## config.mk

```make
export PLATFORM = sky130hd
export DESIGN_NAME = bit_branch_decode
export DESIGN_NICKNAME = d
export VERILOG_FILES = /design/src/bit_branch_pkg.sv /design/src/phase_gen.sv /design/src/bit_branch_decode.sv
export VERILOG_INCLUDE_DIRS = /design/src
export SDC_FILE = /design/constraint.sdc
export NUM_CORES = 1
export LEC_CHECK = 0
export BUFFER_PORTS_ARGS = -buffer_cell sky130_fd_sc_hd__buf_2
export CAP_MARGIN = 25
export CELL_PAD_IN_SITES_DETAIL_PLACEMENT = 1
export CELL_PAD_IN_SITES_GLOBAL_PLACEMENT = 2
export CORE_MARGIN = 1.5
export CORE_UTILIZATION = 35
export DETAILED_ROUTE_END_ITERATION = 16
export PLACE_DENSITY_LB_ADDON = 0.1
export SYNTH_ARGS = -nofsm -noshare
export SYNTH_HDL_FRONTEND = slang
export SYNTH_SLANG_ARGS = --single-unit
```

## constraint.sdc

```tcl
create_clock -name ref_clk -period 7.4 [get_ports ref_clk]
set_input_delay 1.11 -clock ref_clk [delete_from_list [all_inputs] [get_ports ref_clk]]
set_output_delay 1.11 -clock ref_clk [all_outputs]
set_load 0.02 [all_outputs]
```

## src/bit_branch_defs.svh

```systemverilog
// What this block does
// - A relative jump loads the program counter with the already-incremented address plus twice its signed 11-bit offset.
// - A relative jump is one word and two instruction cycles: the counter is written in the last phase and the next cycle is a no-operation.
// - A set-bit forces the chosen bit of the chosen file register to one and touches no status flag.
// - The set-bit opcode is top nibble 1000, bit index, access flag and file address, read in phase two, processed in three, written in four.
// - With the access flag at zero the file address is resolved inside the fixed access bank.
// - With the access flag at one the bank select register picks the general file bank.
// - With the extended set on and the access flag at zero, file addresses up to 5Fh use indexed literal offset addressing.
// - A skip-if-set test skips the next instruction when the tested bit is one.
// - A skip discards the fetched next instruction and runs a no-operation instead, two cycles, or three if that instruction is two words.
//
// Purpose: constants of the branch and bit decode block
// Assumes: one clock edge per instruction phase
// Notes: widths are fixed
`ifndef BIT_BRANCH_DEFS_SVH
`define BIT_BRANCH_DEFS_SVH

// =============================================================
// opcode fields
`define OPC_JUMP_HI 5'h1a
`define OPC_SET_BIT 4'h8
`define OPC_SKIP_CLR 4'hb
`define OPC_SKIP_SET 4'ha
`define NOP_WORD 16'h0000

// =============================================================
// addressing
`define INDEXED_MAX 8'h5f
`define ACCESS_SPLIT 8'h80
`define ACCESS_LOW_PAGE 4'h0
`define ACCESS_HIGH_PAGE 4'hf

// =============================================================
// reset values
`define PC_RESET 21'h00_0000
`define ADDR_RESET 12'h000
`define BYTE_RESET 8'h00
`define OFFSET_RESET 11'h000
`define BIT_SEL_RESET 3'h0

`endif

```

## src/bit_branch_pkg.sv

```systemverilog
// Purpose: types of the branch and bit decode block
// Assumes: bit_branch_defs.svh included alongside
// Notes: state of the core module is one packed struct
package bit_branch_pkg;

   // =============================================================
   // sequencer states, one-hot
   typedef enum logic [2:0] {
      st_exec = 3'b001,
      st_nop = 3'b010,
      st_nop2 = 3'b100
   } seq_state_e;

   // =============================================================
   // decoded instruction classes
   typedef enum logic [2:0] {
      op_none = 3'h0,
      relative_jump_op = 3'h1,
      set_bit_op = 3'h2,
      skip_if_clear_op = 3'h3,
      skip_if_set_op = 3'h4
   } op_class_e;

   typedef struct packed {
      seq_state_e state;
      op_class_e op;
      logic [10:0] offset;
      logic [2:0] bit_sel;
      logic [7:0] rdata;
      logic [11:0] file_addr;
      logic file_rd;
      logic file_wr;
      logic [7:0] file_wdata;
      logic pc_load;
      logic [20:0] pc_value;
      logic discard_fetch;
      logic nop_cycle;
      logic instr_done;
   } core_s;

endpackage : bit_branch_pkg

```

## src/phase_gen.sv

```systemverilog
// Purpose: four-phase instruction cycle enables
// Assumes: one phase per ref_clk edge
// Notes: phase[0] is the decode phase, high first after reset
`timescale 1ns/10ps
module phase_gen #(
   parameter int PHASES = 4
) (
   // clock and reset
   input wire logic ref_clk,
   input wire logic rst_n,
   // one-hot phase enables
   output logic [PHASES-1:0] phase
);

   // =============================================================
   // rotating one-hot ring, no decoder needed downstream
   always_ff @(posedge ref_clk or negedge rst_n) begin
      if (!rst_n) begin
         phase <= {{(PHASES-1){1'b0}}, 1'b1};
      end else begin
         phase <= {phase[PHASES-2:0], phase[PHASES-1]};
      end
   end

endmodule : phase_gen

```

## src/bit_branch_decode.sv

```systemverilog
// Purpose: decode and execute relative jump, set-bit and bit-test-skip
// Assumes: instr_word stable during phase one, file_rdata valid while file_rd is high
// Notes: other opcodes pass through as single cycles with no effect
//    the fetch side must put a new word up before each decode phase; a word
//    left standing after a cycle is decoded and run again
//    the indexed mode only adds the literal to index_base; the full indexed
//    path lives outside this block
//    no status flag path exists here, so none of these instructions alters one
//    a two-word skip relies on next_two_word being right in the last phase
`timescale 1ns/10ps
`include "bit_branch_defs.svh"
module bit_branch_decode (
   // clock and reset
   input wire logic ref_clk,
   input wire logic rst_n,
   // fetch side
   input wire logic [15:0] instr_word,
   input wire logic next_two_word,
   input wire logic [20:0] pc_in,
   // bank and mode
   input wire logic [3:0] bank_select_reg,
   input wire logic ext_mode,
   input wire logic [11:0] index_base,
   // file register path
   input wire logic [7:0] file_rdata,
   output logic [11:0] file_addr,
   output logic file_rd,
   output logic file_wr,
   output logic [7:0] file_wdata,
   // program counter
   output logic pc_load,
   output logic [20:0] pc_value,
   // pipeline control
   output logic discard_fetch,
   output logic nop_cycle,
   output logic instr_done,
   output logic [3:0] phase
);
   import bit_branch_pkg::*;

   // =============================================================
   // state copy and its next value
   core_s cur;
   core_s nxt;
   // phase ring from the enable generator
   logic [3:0] ph;
   // operand fields and resolved address of the word in decode
   logic [7:0] f_field;
   logic a_flag;
   logic [11:0] dec_addr;
   // bit test helpers on the captured byte
   logic [7:0] bit_mask;
   logic bit_val;
   logic skip;

   // =============================================================
   // phase enables
   phase_gen #(.PHASES(4)) i_phase_gen (
      .ref_clk(ref_clk),
      .rst_n(rst_n),
      .phase(ph)
   );

   // =============================================================
   // file address resolution from the live instruction word
   assign f_field = instr_word[7:0];
   assign a_flag = instr_word[8];
   always_comb begin
      // banked by default; the access flag at zero overrides it
      dec_addr = {bank_select_reg, f_field};
      if (!a_flag) begin
         if (ext_mode && (f_field <= `INDEXED_MAX)) begin
            // only the base plus literal; the full indexed path lives elsewhere
            dec_addr = index_base + {4'h0, f_field};
         end else if (f_field < `ACCESS_SPLIT) begin
            dec_addr = {`ACCESS_LOW_PAGE, f_field};
         end else begin
            dec_addr = {`ACCESS_HIGH_PAGE, f_field};
         end
      end
   end

   // =============================================================
   // bit helpers on the captured read data
   assign bit_mask = 8'h01 << cur.bit_sel;
   assign bit_val = |(cur.rdata & bit_mask);
   // the skip sense flips between the two test opcodes
   assign skip = ((cur.op == skip_if_set_op) && bit_val)
      || ((cur.op == skip_if_clear_op) && !bit_val);

   // =============================================================
   // next state; pulses default low so each lasts one phase
   always_comb begin
      nxt = cur;
      nxt.file_rd = 1'b0;
      nxt.file_wr = 1'b0;
      nxt.pc_load = 1'b0;
      nxt.discard_fetch = 1'b0;
      nxt.instr_done = 1'b0;
      // one phase per clock; the state only moves in the last phase of a cycle
      case (cur.state)
         st_exec: begin
            nxt.nop_cycle = 1'b0;
            if (ph[0]) begin
               // decode phase
               nxt.bit_sel = instr_word[11:9];
               nxt.offset = instr_word[10:0];
               nxt.file_addr = dec_addr;
               if (instr_word[15:11] == `OPC_JUMP_HI) begin
                  nxt.op = relative_jump_op;
               end else if (instr_word[15:12] == `OPC_SET_BIT) begin
                  nxt.op = set_bit_op;
                  nxt.file_rd = 1'b1;
               end else if (instr_word[15:12] == `OPC_SKIP_CLR) begin
                  nxt.op = skip_if_clear_op;
                  nxt.file_rd = 1'b1;
               end else if (instr_word[15:12] == `OPC_SKIP_SET) begin
                  nxt.op = skip_if_set_op;
                  nxt.file_rd = 1'b1;
               end else begin
                  // any other opcode runs one cycle with no effect
                  nxt.op = op_none;
               end
            end else if (ph[1]) begin
               // read phase: capture the file byte
               nxt.rdata = file_rdata;
            end else if (ph[2]) begin
               // process phase: results go out in phase four
               case (cur.op)
                  relative_jump_op: begin
                     nxt.pc_load = 1'b1;
                     nxt.pc_value = pc_in + {{9{cur.offset[10]}}, cur.offset, 1'b0};
                  end
                  set_bit_op: begin
                     // status flags have no path out of this block
                     nxt.file_wr = 1'b1;
                     nxt.file_wdata = cur.rdata | bit_mask;
                  end
                  skip_if_set_op, skip_if_clear_op: begin
                     nxt.discard_fetch = skip;
                  end
                  default: begin
                     nxt.file_wdata = cur.file_wdata;
                  end
               endcase
            end else begin
               // last phase: pick the following cycle
               if (cur.op == relative_jump_op) begin
                  nxt.state = st_nop;
                  nxt.nop_cycle = 1'b1;
               end else if ((cur.op == skip_if_set_op || cur.op == skip_if_clear_op) && skip) begin
                  nxt.state = next_two_word ? st_nop2 : st_nop;
                  nxt.nop_cycle = 1'b1;
               end else begin
                  // nothing forced: retire now
                  nxt.instr_done = 1'b1;
               end
               nxt.op = op_none;
            end
         end
         st_nop2: begin
            // second word of a skipped two-word instruction
            if (ph[3]) begin
               nxt.state = st_nop;
            end
         end
         st_nop: begin
            // forced no-op; the standing word is ignored until this cycle ends
            if (ph[3]) begin
               nxt.state = st_exec;
               nxt.nop_cycle = 1'b0;
               nxt.instr_done = 1'b1;
            end
         end
         default: begin
            // a broken state code falls back to execute rather than hanging
            nxt.state = st_exec;
         end
      endcase
   end

   // =============================================================
   // state register
   always_ff @(posedge ref_clk or negedge rst_n) begin
      if (!rst_n) begin
         // every field to a constant; the phase ring restarts at decode with it
         cur <= '{
            state: st_exec,
            op: op_none,
            offset: `OFFSET_RESET,
            bit_sel: `BIT_SEL_RESET,
            rdata: `BYTE_RESET,
            file_addr: `ADDR_RESET,
            file_rd: 1'b0,
            file_wr: 1'b0,
            file_wdata: `BYTE_RESET,
            pc_load: 1'b0,
            pc_value: `PC_RESET,
            discard_fetch: 1'b0,
            nop_cycle: 1'b0,
            instr_done: 1'b0
         };
      end else begin
         cur <= nxt;
      end
   end

   // =============================================================
   // outputs straight from the state flops
   // file register path
   assign file_addr = cur.file_addr;
   assign file_rd = cur.file_rd;
   assign file_wr = cur.file_wr;
   assign file_wdata = cur.file_wdata;
   // program counter
   assign pc_load = cur.pc_load;
   assign pc_value = cur.pc_value;
   // pipeline control
   assign discard_fetch = cur.discard_fetch;
   assign nop_cycle = cur.nop_cycle;
   assign instr_done = cur.instr_done;
   // the ring is a flop inside the generator, so this is still registered
   assign phase = ph;

endmodule : bit_branch_decode

```

### After elaboration in Yosys (flattened, before gate mapping)

Cells that the tools add are included.

* flip-flop bits (word level): 79
* input port bits: 65
* output and inout bits: 51
* word-level logic and storage cells: 97

* add/sub/neg operators: 2
* order comparisons: 2
* eq/ne operators: 19
* shifts and indexed selects: 1
* muxes and demuxes: 37
* bitwise logic cells: 4
* reduce and logical (&&, ||, !) cells: 17

Operator list (count)
* 34-bit two-way mux: 2
* 12-bit two-way mux: 3
* 3-bit two-way mux: 11
* 33-bit two-way mux: 1
* 32-bit two-way mux: 1
* 22-bit two-way mux: 1
* 21-bit adder: 1
* 12-bit by 8-bit adder with 12-bit output: 1
* 4-bit == test (second input constant): 3
* 6-bit two-way mux: 2
* 1-bit two-way mux: 11
* 2-bit != test (second input constant): 5
* 5-bit AND reduction: 2
* 3-bit by 2-bit == test with 1-bit output (second input constant): 3
* 3-bit case mux with 3 select lines: 1
* 8-bit bitwise AND: 1
* 8-bit by 7-bit less-or-equal comparator with 1-bit output (second input constant): 1
* 8-bit less-than comparator (second input constant): 1
* 8-bit two-way mux: 1
* 8-bit OR: 1
* 8-bit OR reduction: 1
* 1-bit by 3-bit << shifter with 8-bit output (first input constant): 1
* 3-bit by 1-bit == test with 1-bit output (second input constant): 2
* 3-bit == test (second input constant): 2
* 14 further kinds: 23

### Logic depth before layout (Yosys ltp)

* word-level depth: 13
* depth in mapped cells: 8
* depth with buffers taken out: 8

### By module

A second synthesis with hierarchy kept.

* cells, all modules: 519
* area total of the unflattened synthesis: 4874.7 µm²

Modules (own cells, without submodules)
* bit_branch_decode: instances 1, cells each 515, area each 4773.3 µm², seq. area each 1828.0 µm²
* phase_gen: instances 1, cells each 4, area each 101.3 µm², seq. area each 101.3 µm²

### Worst setup path after synthesis

Ideal clock, no wire load.

* path type: input port to flip-flop
* from: input port pc_in[1]
* to: register cur, in the netlist pc_value[19]
* setup time: 135 ps
* data arrival time: 3056 ps
* data required time: 7265 ps
* slack: 4209 ps
* stages on the path: 8
* buffers on the path: 0
* cell sequence: ha_1 > fa_1 > a211oi_1 > o21ai_0 > a221o_1 > o41ai_1 > xor2_1 > o21ai_0

* cells in the longest elaborated chain, start to end: 1

RTL lines
* start: declaration: line bit_branch_decode.sv:19 `input wire logic [20:0] pc_in,`
* 21-bit adder: line bit_branch_decode.sv:132 `nxt.pc_value = pc_in + {{9{cur.offset[10]}}, cur.offset, 1'b0};`
* end signal: assignment: line bit_branch_decode.sv:187 `cur <= '{`
* end signal: assignment: line bit_branch_decode.sv:204 `cur <= nxt;`
* end: declaration: line bit_branch_decode.sv:43 `core_s cur;`

No other way between the ends.
A chain may end at the register's enable or synchronous reset.

### Worst setup path in the final report

Same ends and word-level chain as after synthesis.

==> results.sh <==
export IMPL_vias=4052
export IMPL_die_area_sq_um=14800
export IMPL_ir_drop_uv=96.5
export IMPL_start_util_pct=35.6
export IMPL_first_global_vias=4092
export IMPL_min_period_ns=3.19
export IMPL_synthFlopType="dfrtp_1"
export IMPL_finalMaxSlewViolations=0
export IMPL_required_ns=7.62
export IMPL_end_kind="flop"
export IMPL_drv_cap=0
export IMPL_seq_area_sq_um=1930
export IMPL_dp_hpwl_microns=9550
export IMPL_synth_top_cell_area_share_pct=38.1
export IMPL_clock_path_buffers=2
export IMPL_placedCellCount=762
export IMPL_finalCritPeriodShare_pct=43.0
export IMPL_status="complete, no violations"
export IMPL_numCtsBuffers=9
export IMPL_setup_viol=0
export IMPL_insertion_delay_ns=0.34
export IMPL_h_tree_depth=3
export IMPL_yosysWarnings=0
export IMPL_cts_root_buf="clkbuf_16"
export IMPL_grt_max_degree=78
export IMPL_drive_gt1_share_pct=27.0
export IMPL_dr_first_iter_drc_count=175
export IMPL_die_w_microns=122
export IMPL_placementRows=43
export IMPL_syn_avg_cell_area_sq_um=9.41
export IMPL_ios=116
export IMPL_multiInputGateArea_sq_um=2560
export IMPL_ys_top_cells_by_area="dfrtp_1, ha_1, buf_4"
export IMPL_grt_pass1_wl_microns=20500
export IMPL_routabilityCongestion=0.827
export IMPL_syn_nets=617
export IMPL_cts_resized=0
export IMPL_grt_use_total_pct=17.8
export IMPL_cts_hold_buffers=0
export IMPL_whs_ns=0.454
export IMPL_yosysMostFrequentCell="dfrtp_1"
export IMPL_arrival_ns=3.40
export IMPL_areaGrowthSynthToFinish_pct=15.0
export IMPL_die_y_microns=122
export IMPL_ys_seq_area_share_pct=39.2
export IMPL_cts_sinks=77
export IMPL_fin_cells=779
export IMPL_synth_area_sq_um=4920
export IMPL_ys_types=61
export IMPL_dpl_worst_slack_ns=3.84
export IMPL_rsz0062_at_grt="no"
export IMPL_dr_pass1_iters=4
export IMPL_core_area_sq_um=13800
export IMPL_synth_top_area_cell="dfrtp_1"
export IMPL_tns_ns=0
export IMPL_place_area_sq_um=5370
export IMPL_async_flop_share_pct=100
export IMPL_grt_overflow_total=0
export IMPL_via_per_inst=5.20
export IMPL_worstMarginPinSlew_ns=0.721
export IMPL_nets=688
export IMPL_critPathLaunchType="primary input"
export IMPL_diodes=0
export IMPL_hold_class="flop to flop"
export IMPL_drc=0
export IMPL_io_buffer_count=115
export IMPL_clk_pin_slew_ns=0.06
export IMPL_ys_ff_latch=77
export IMPL_antenna_found_initial=0
export IMPL_skew_ns=0.0108
export IMPL_powerDensity_nw_per_um2=181
export IMPL_finalInstanceArea_sq_um=5660
export IMPL_fmaxAchievable_mhz=314
export IMPL_synth_edf_count=0
export IMPL_postCtsSetupBuffers=0
export IMPL_synthCells=523
export IMPL_finalHoldViolCount=0
export IMPL_final_fill_count=1620
export IMPL_cp_max_fo=4
export IMPL_routed_wl_microns=12500
export IMPL_yosys_top_cells_count="dfrtp_1, nand2_1, a21oi_1"
export IMPL_crit_type="primary input to flop"
export IMPL_relSlewSlack_pct=51.9
export IMPL_final_antenna_net_count=0
export IMPL_p_leak_nw=2.68
export IMPL_finalWorstSetupSlack_ns=4.21
export IMPL_post_drt_wl_per_cell_microns=16.1
export IMPL_cts_tree="done"
==> final timing paths <==
path	startpoint	end	slack, ns	depth (start not counted)
worst max-delay path	pc_in[1]	pc_value[19]$_DFFE_PN0P_	4.21	9
worst min-delay path	i_phase_gen.phase[1]$_DFF_PN0_	i_phase_gen.phase[2]$_DFF_PN0_	0.45	0
worst max register to register	cur[58]$_DFFE_PN0P_	pc_value[19]$_DFFE_PN0P_	4.71	8
worst min register to register	i_phase_gen.phase[1]$_DFF_PN0_	i_phase_gen.phase[2]$_DFF_PN0_	0.45	0
min in group asynchronous	rst_n	pc_value[12]$_DFFE_PN0P_	0.71	1
max in group asynchronous	rst_n	i_phase_gen.phase[0]$_DFF_PN1_	6.04	2
==> cell families after synthesis <==
kind of cell | after synthesis | synth area share (%)
compound gates | 151 | 19.0
simple gates | 139 | 14.0
flops | 77 | 39.2
buf+inv | 73 | 8.80
mux | 29 | 6.94
fa+ha+maj | 29 | 7.68
xor+xnor | 25 | 4.45
==> power breakdown <==
part	switching, mW	total, mW	leakage [nW]	internal [mW]
combinational	0.103	0.183	1.71	0.0798
clock	0.176	0.403	0.131	0.227
sequential	0.00793	0.436	0.842	0.428
==> final cells by class <==
| class | count | share of cell area, % |
|---|---|---|
| Clock inverter | 4 | 0.487 |
| Inverter | 14 | 0.929 |
| Sequential cell | 77 | 34.1 |
| Tap cell | 180 | 3.98 |
| Clock buffer | 12 | 4.18 |
| Timing Repair Buffer | 119 | 11.1 |
| Multi-Input combinational cell | 373 | 45.2 |
==> critical path, stage by stage <==
cell	delay, ns
buf_2	0.10
ha_1	0.23
fa_1	0.43
a211oi_1	0.21
o21ai_0	0.25
a221o_1	0.41
o41ai_1	0.40
xor2_1	0.17
o21ai_0	0.08
==> sequential cells by signal (all words and copies together) (netlist names) <==
register           count
cur                   26
discard_fetch          1
file_addr             12
file_rd                1
file_wdata             8
file_wr                1
i_phase_gen.phase      4
instr_done             1
nop_cycle              1
pc_load                1
pc_value              21
==> metal layers <==
metal | global-route usage, % | share of wire, % | up-vias | wire (microns)
met3 | 4.03 | 4.5 | 16 | 564
li1 | - | - | 1984 | -
met1 | 23.8 | 48 | 1974 | 6020
met4 | 6.76 | 1.8 | 0 | 221
met2 | 28.3 | 46 | 78 | 5730
met5 | 0 | 0 | - | 0
==> placed cells by master (no fill, tap or decap), types with 3 or more instances in the layout <==
cell type	n
and3_1	5
dfrtp_1	75
xnor2_1	14
a31oi_1	9
o221ai_1	3
nand3_1	6
nand4_1	4
o211ai_1	5
a21oi_1	45
a21o_1	14
nand2_1	57
o22ai_1	4
xor2_1	11
inv_1	14
nand2b_1	4
clkbuf_1	3
a221o_1	3
and2_1	3
nor3b_1	3
mux2_2	21
o21ai_0	42
o21a_1	3
nand3b_1	3
buf_4	4
ha_1	27
buf_2	114
nor3_1	5
nor2_1	32
a211oi_1	6
mux2i_1	6
clkbuf_16	9
==> metrics by stage <==
step	total power [mW]	utilization, %
after floorplan	0.562	-
after global placement	0.623	38.8
after detailed placement	0.626	38.8
after CTS	1.04	40.7
after global routing	1.08	40.9
final	1.02	40.9
(Power assumes the default switching activity.)
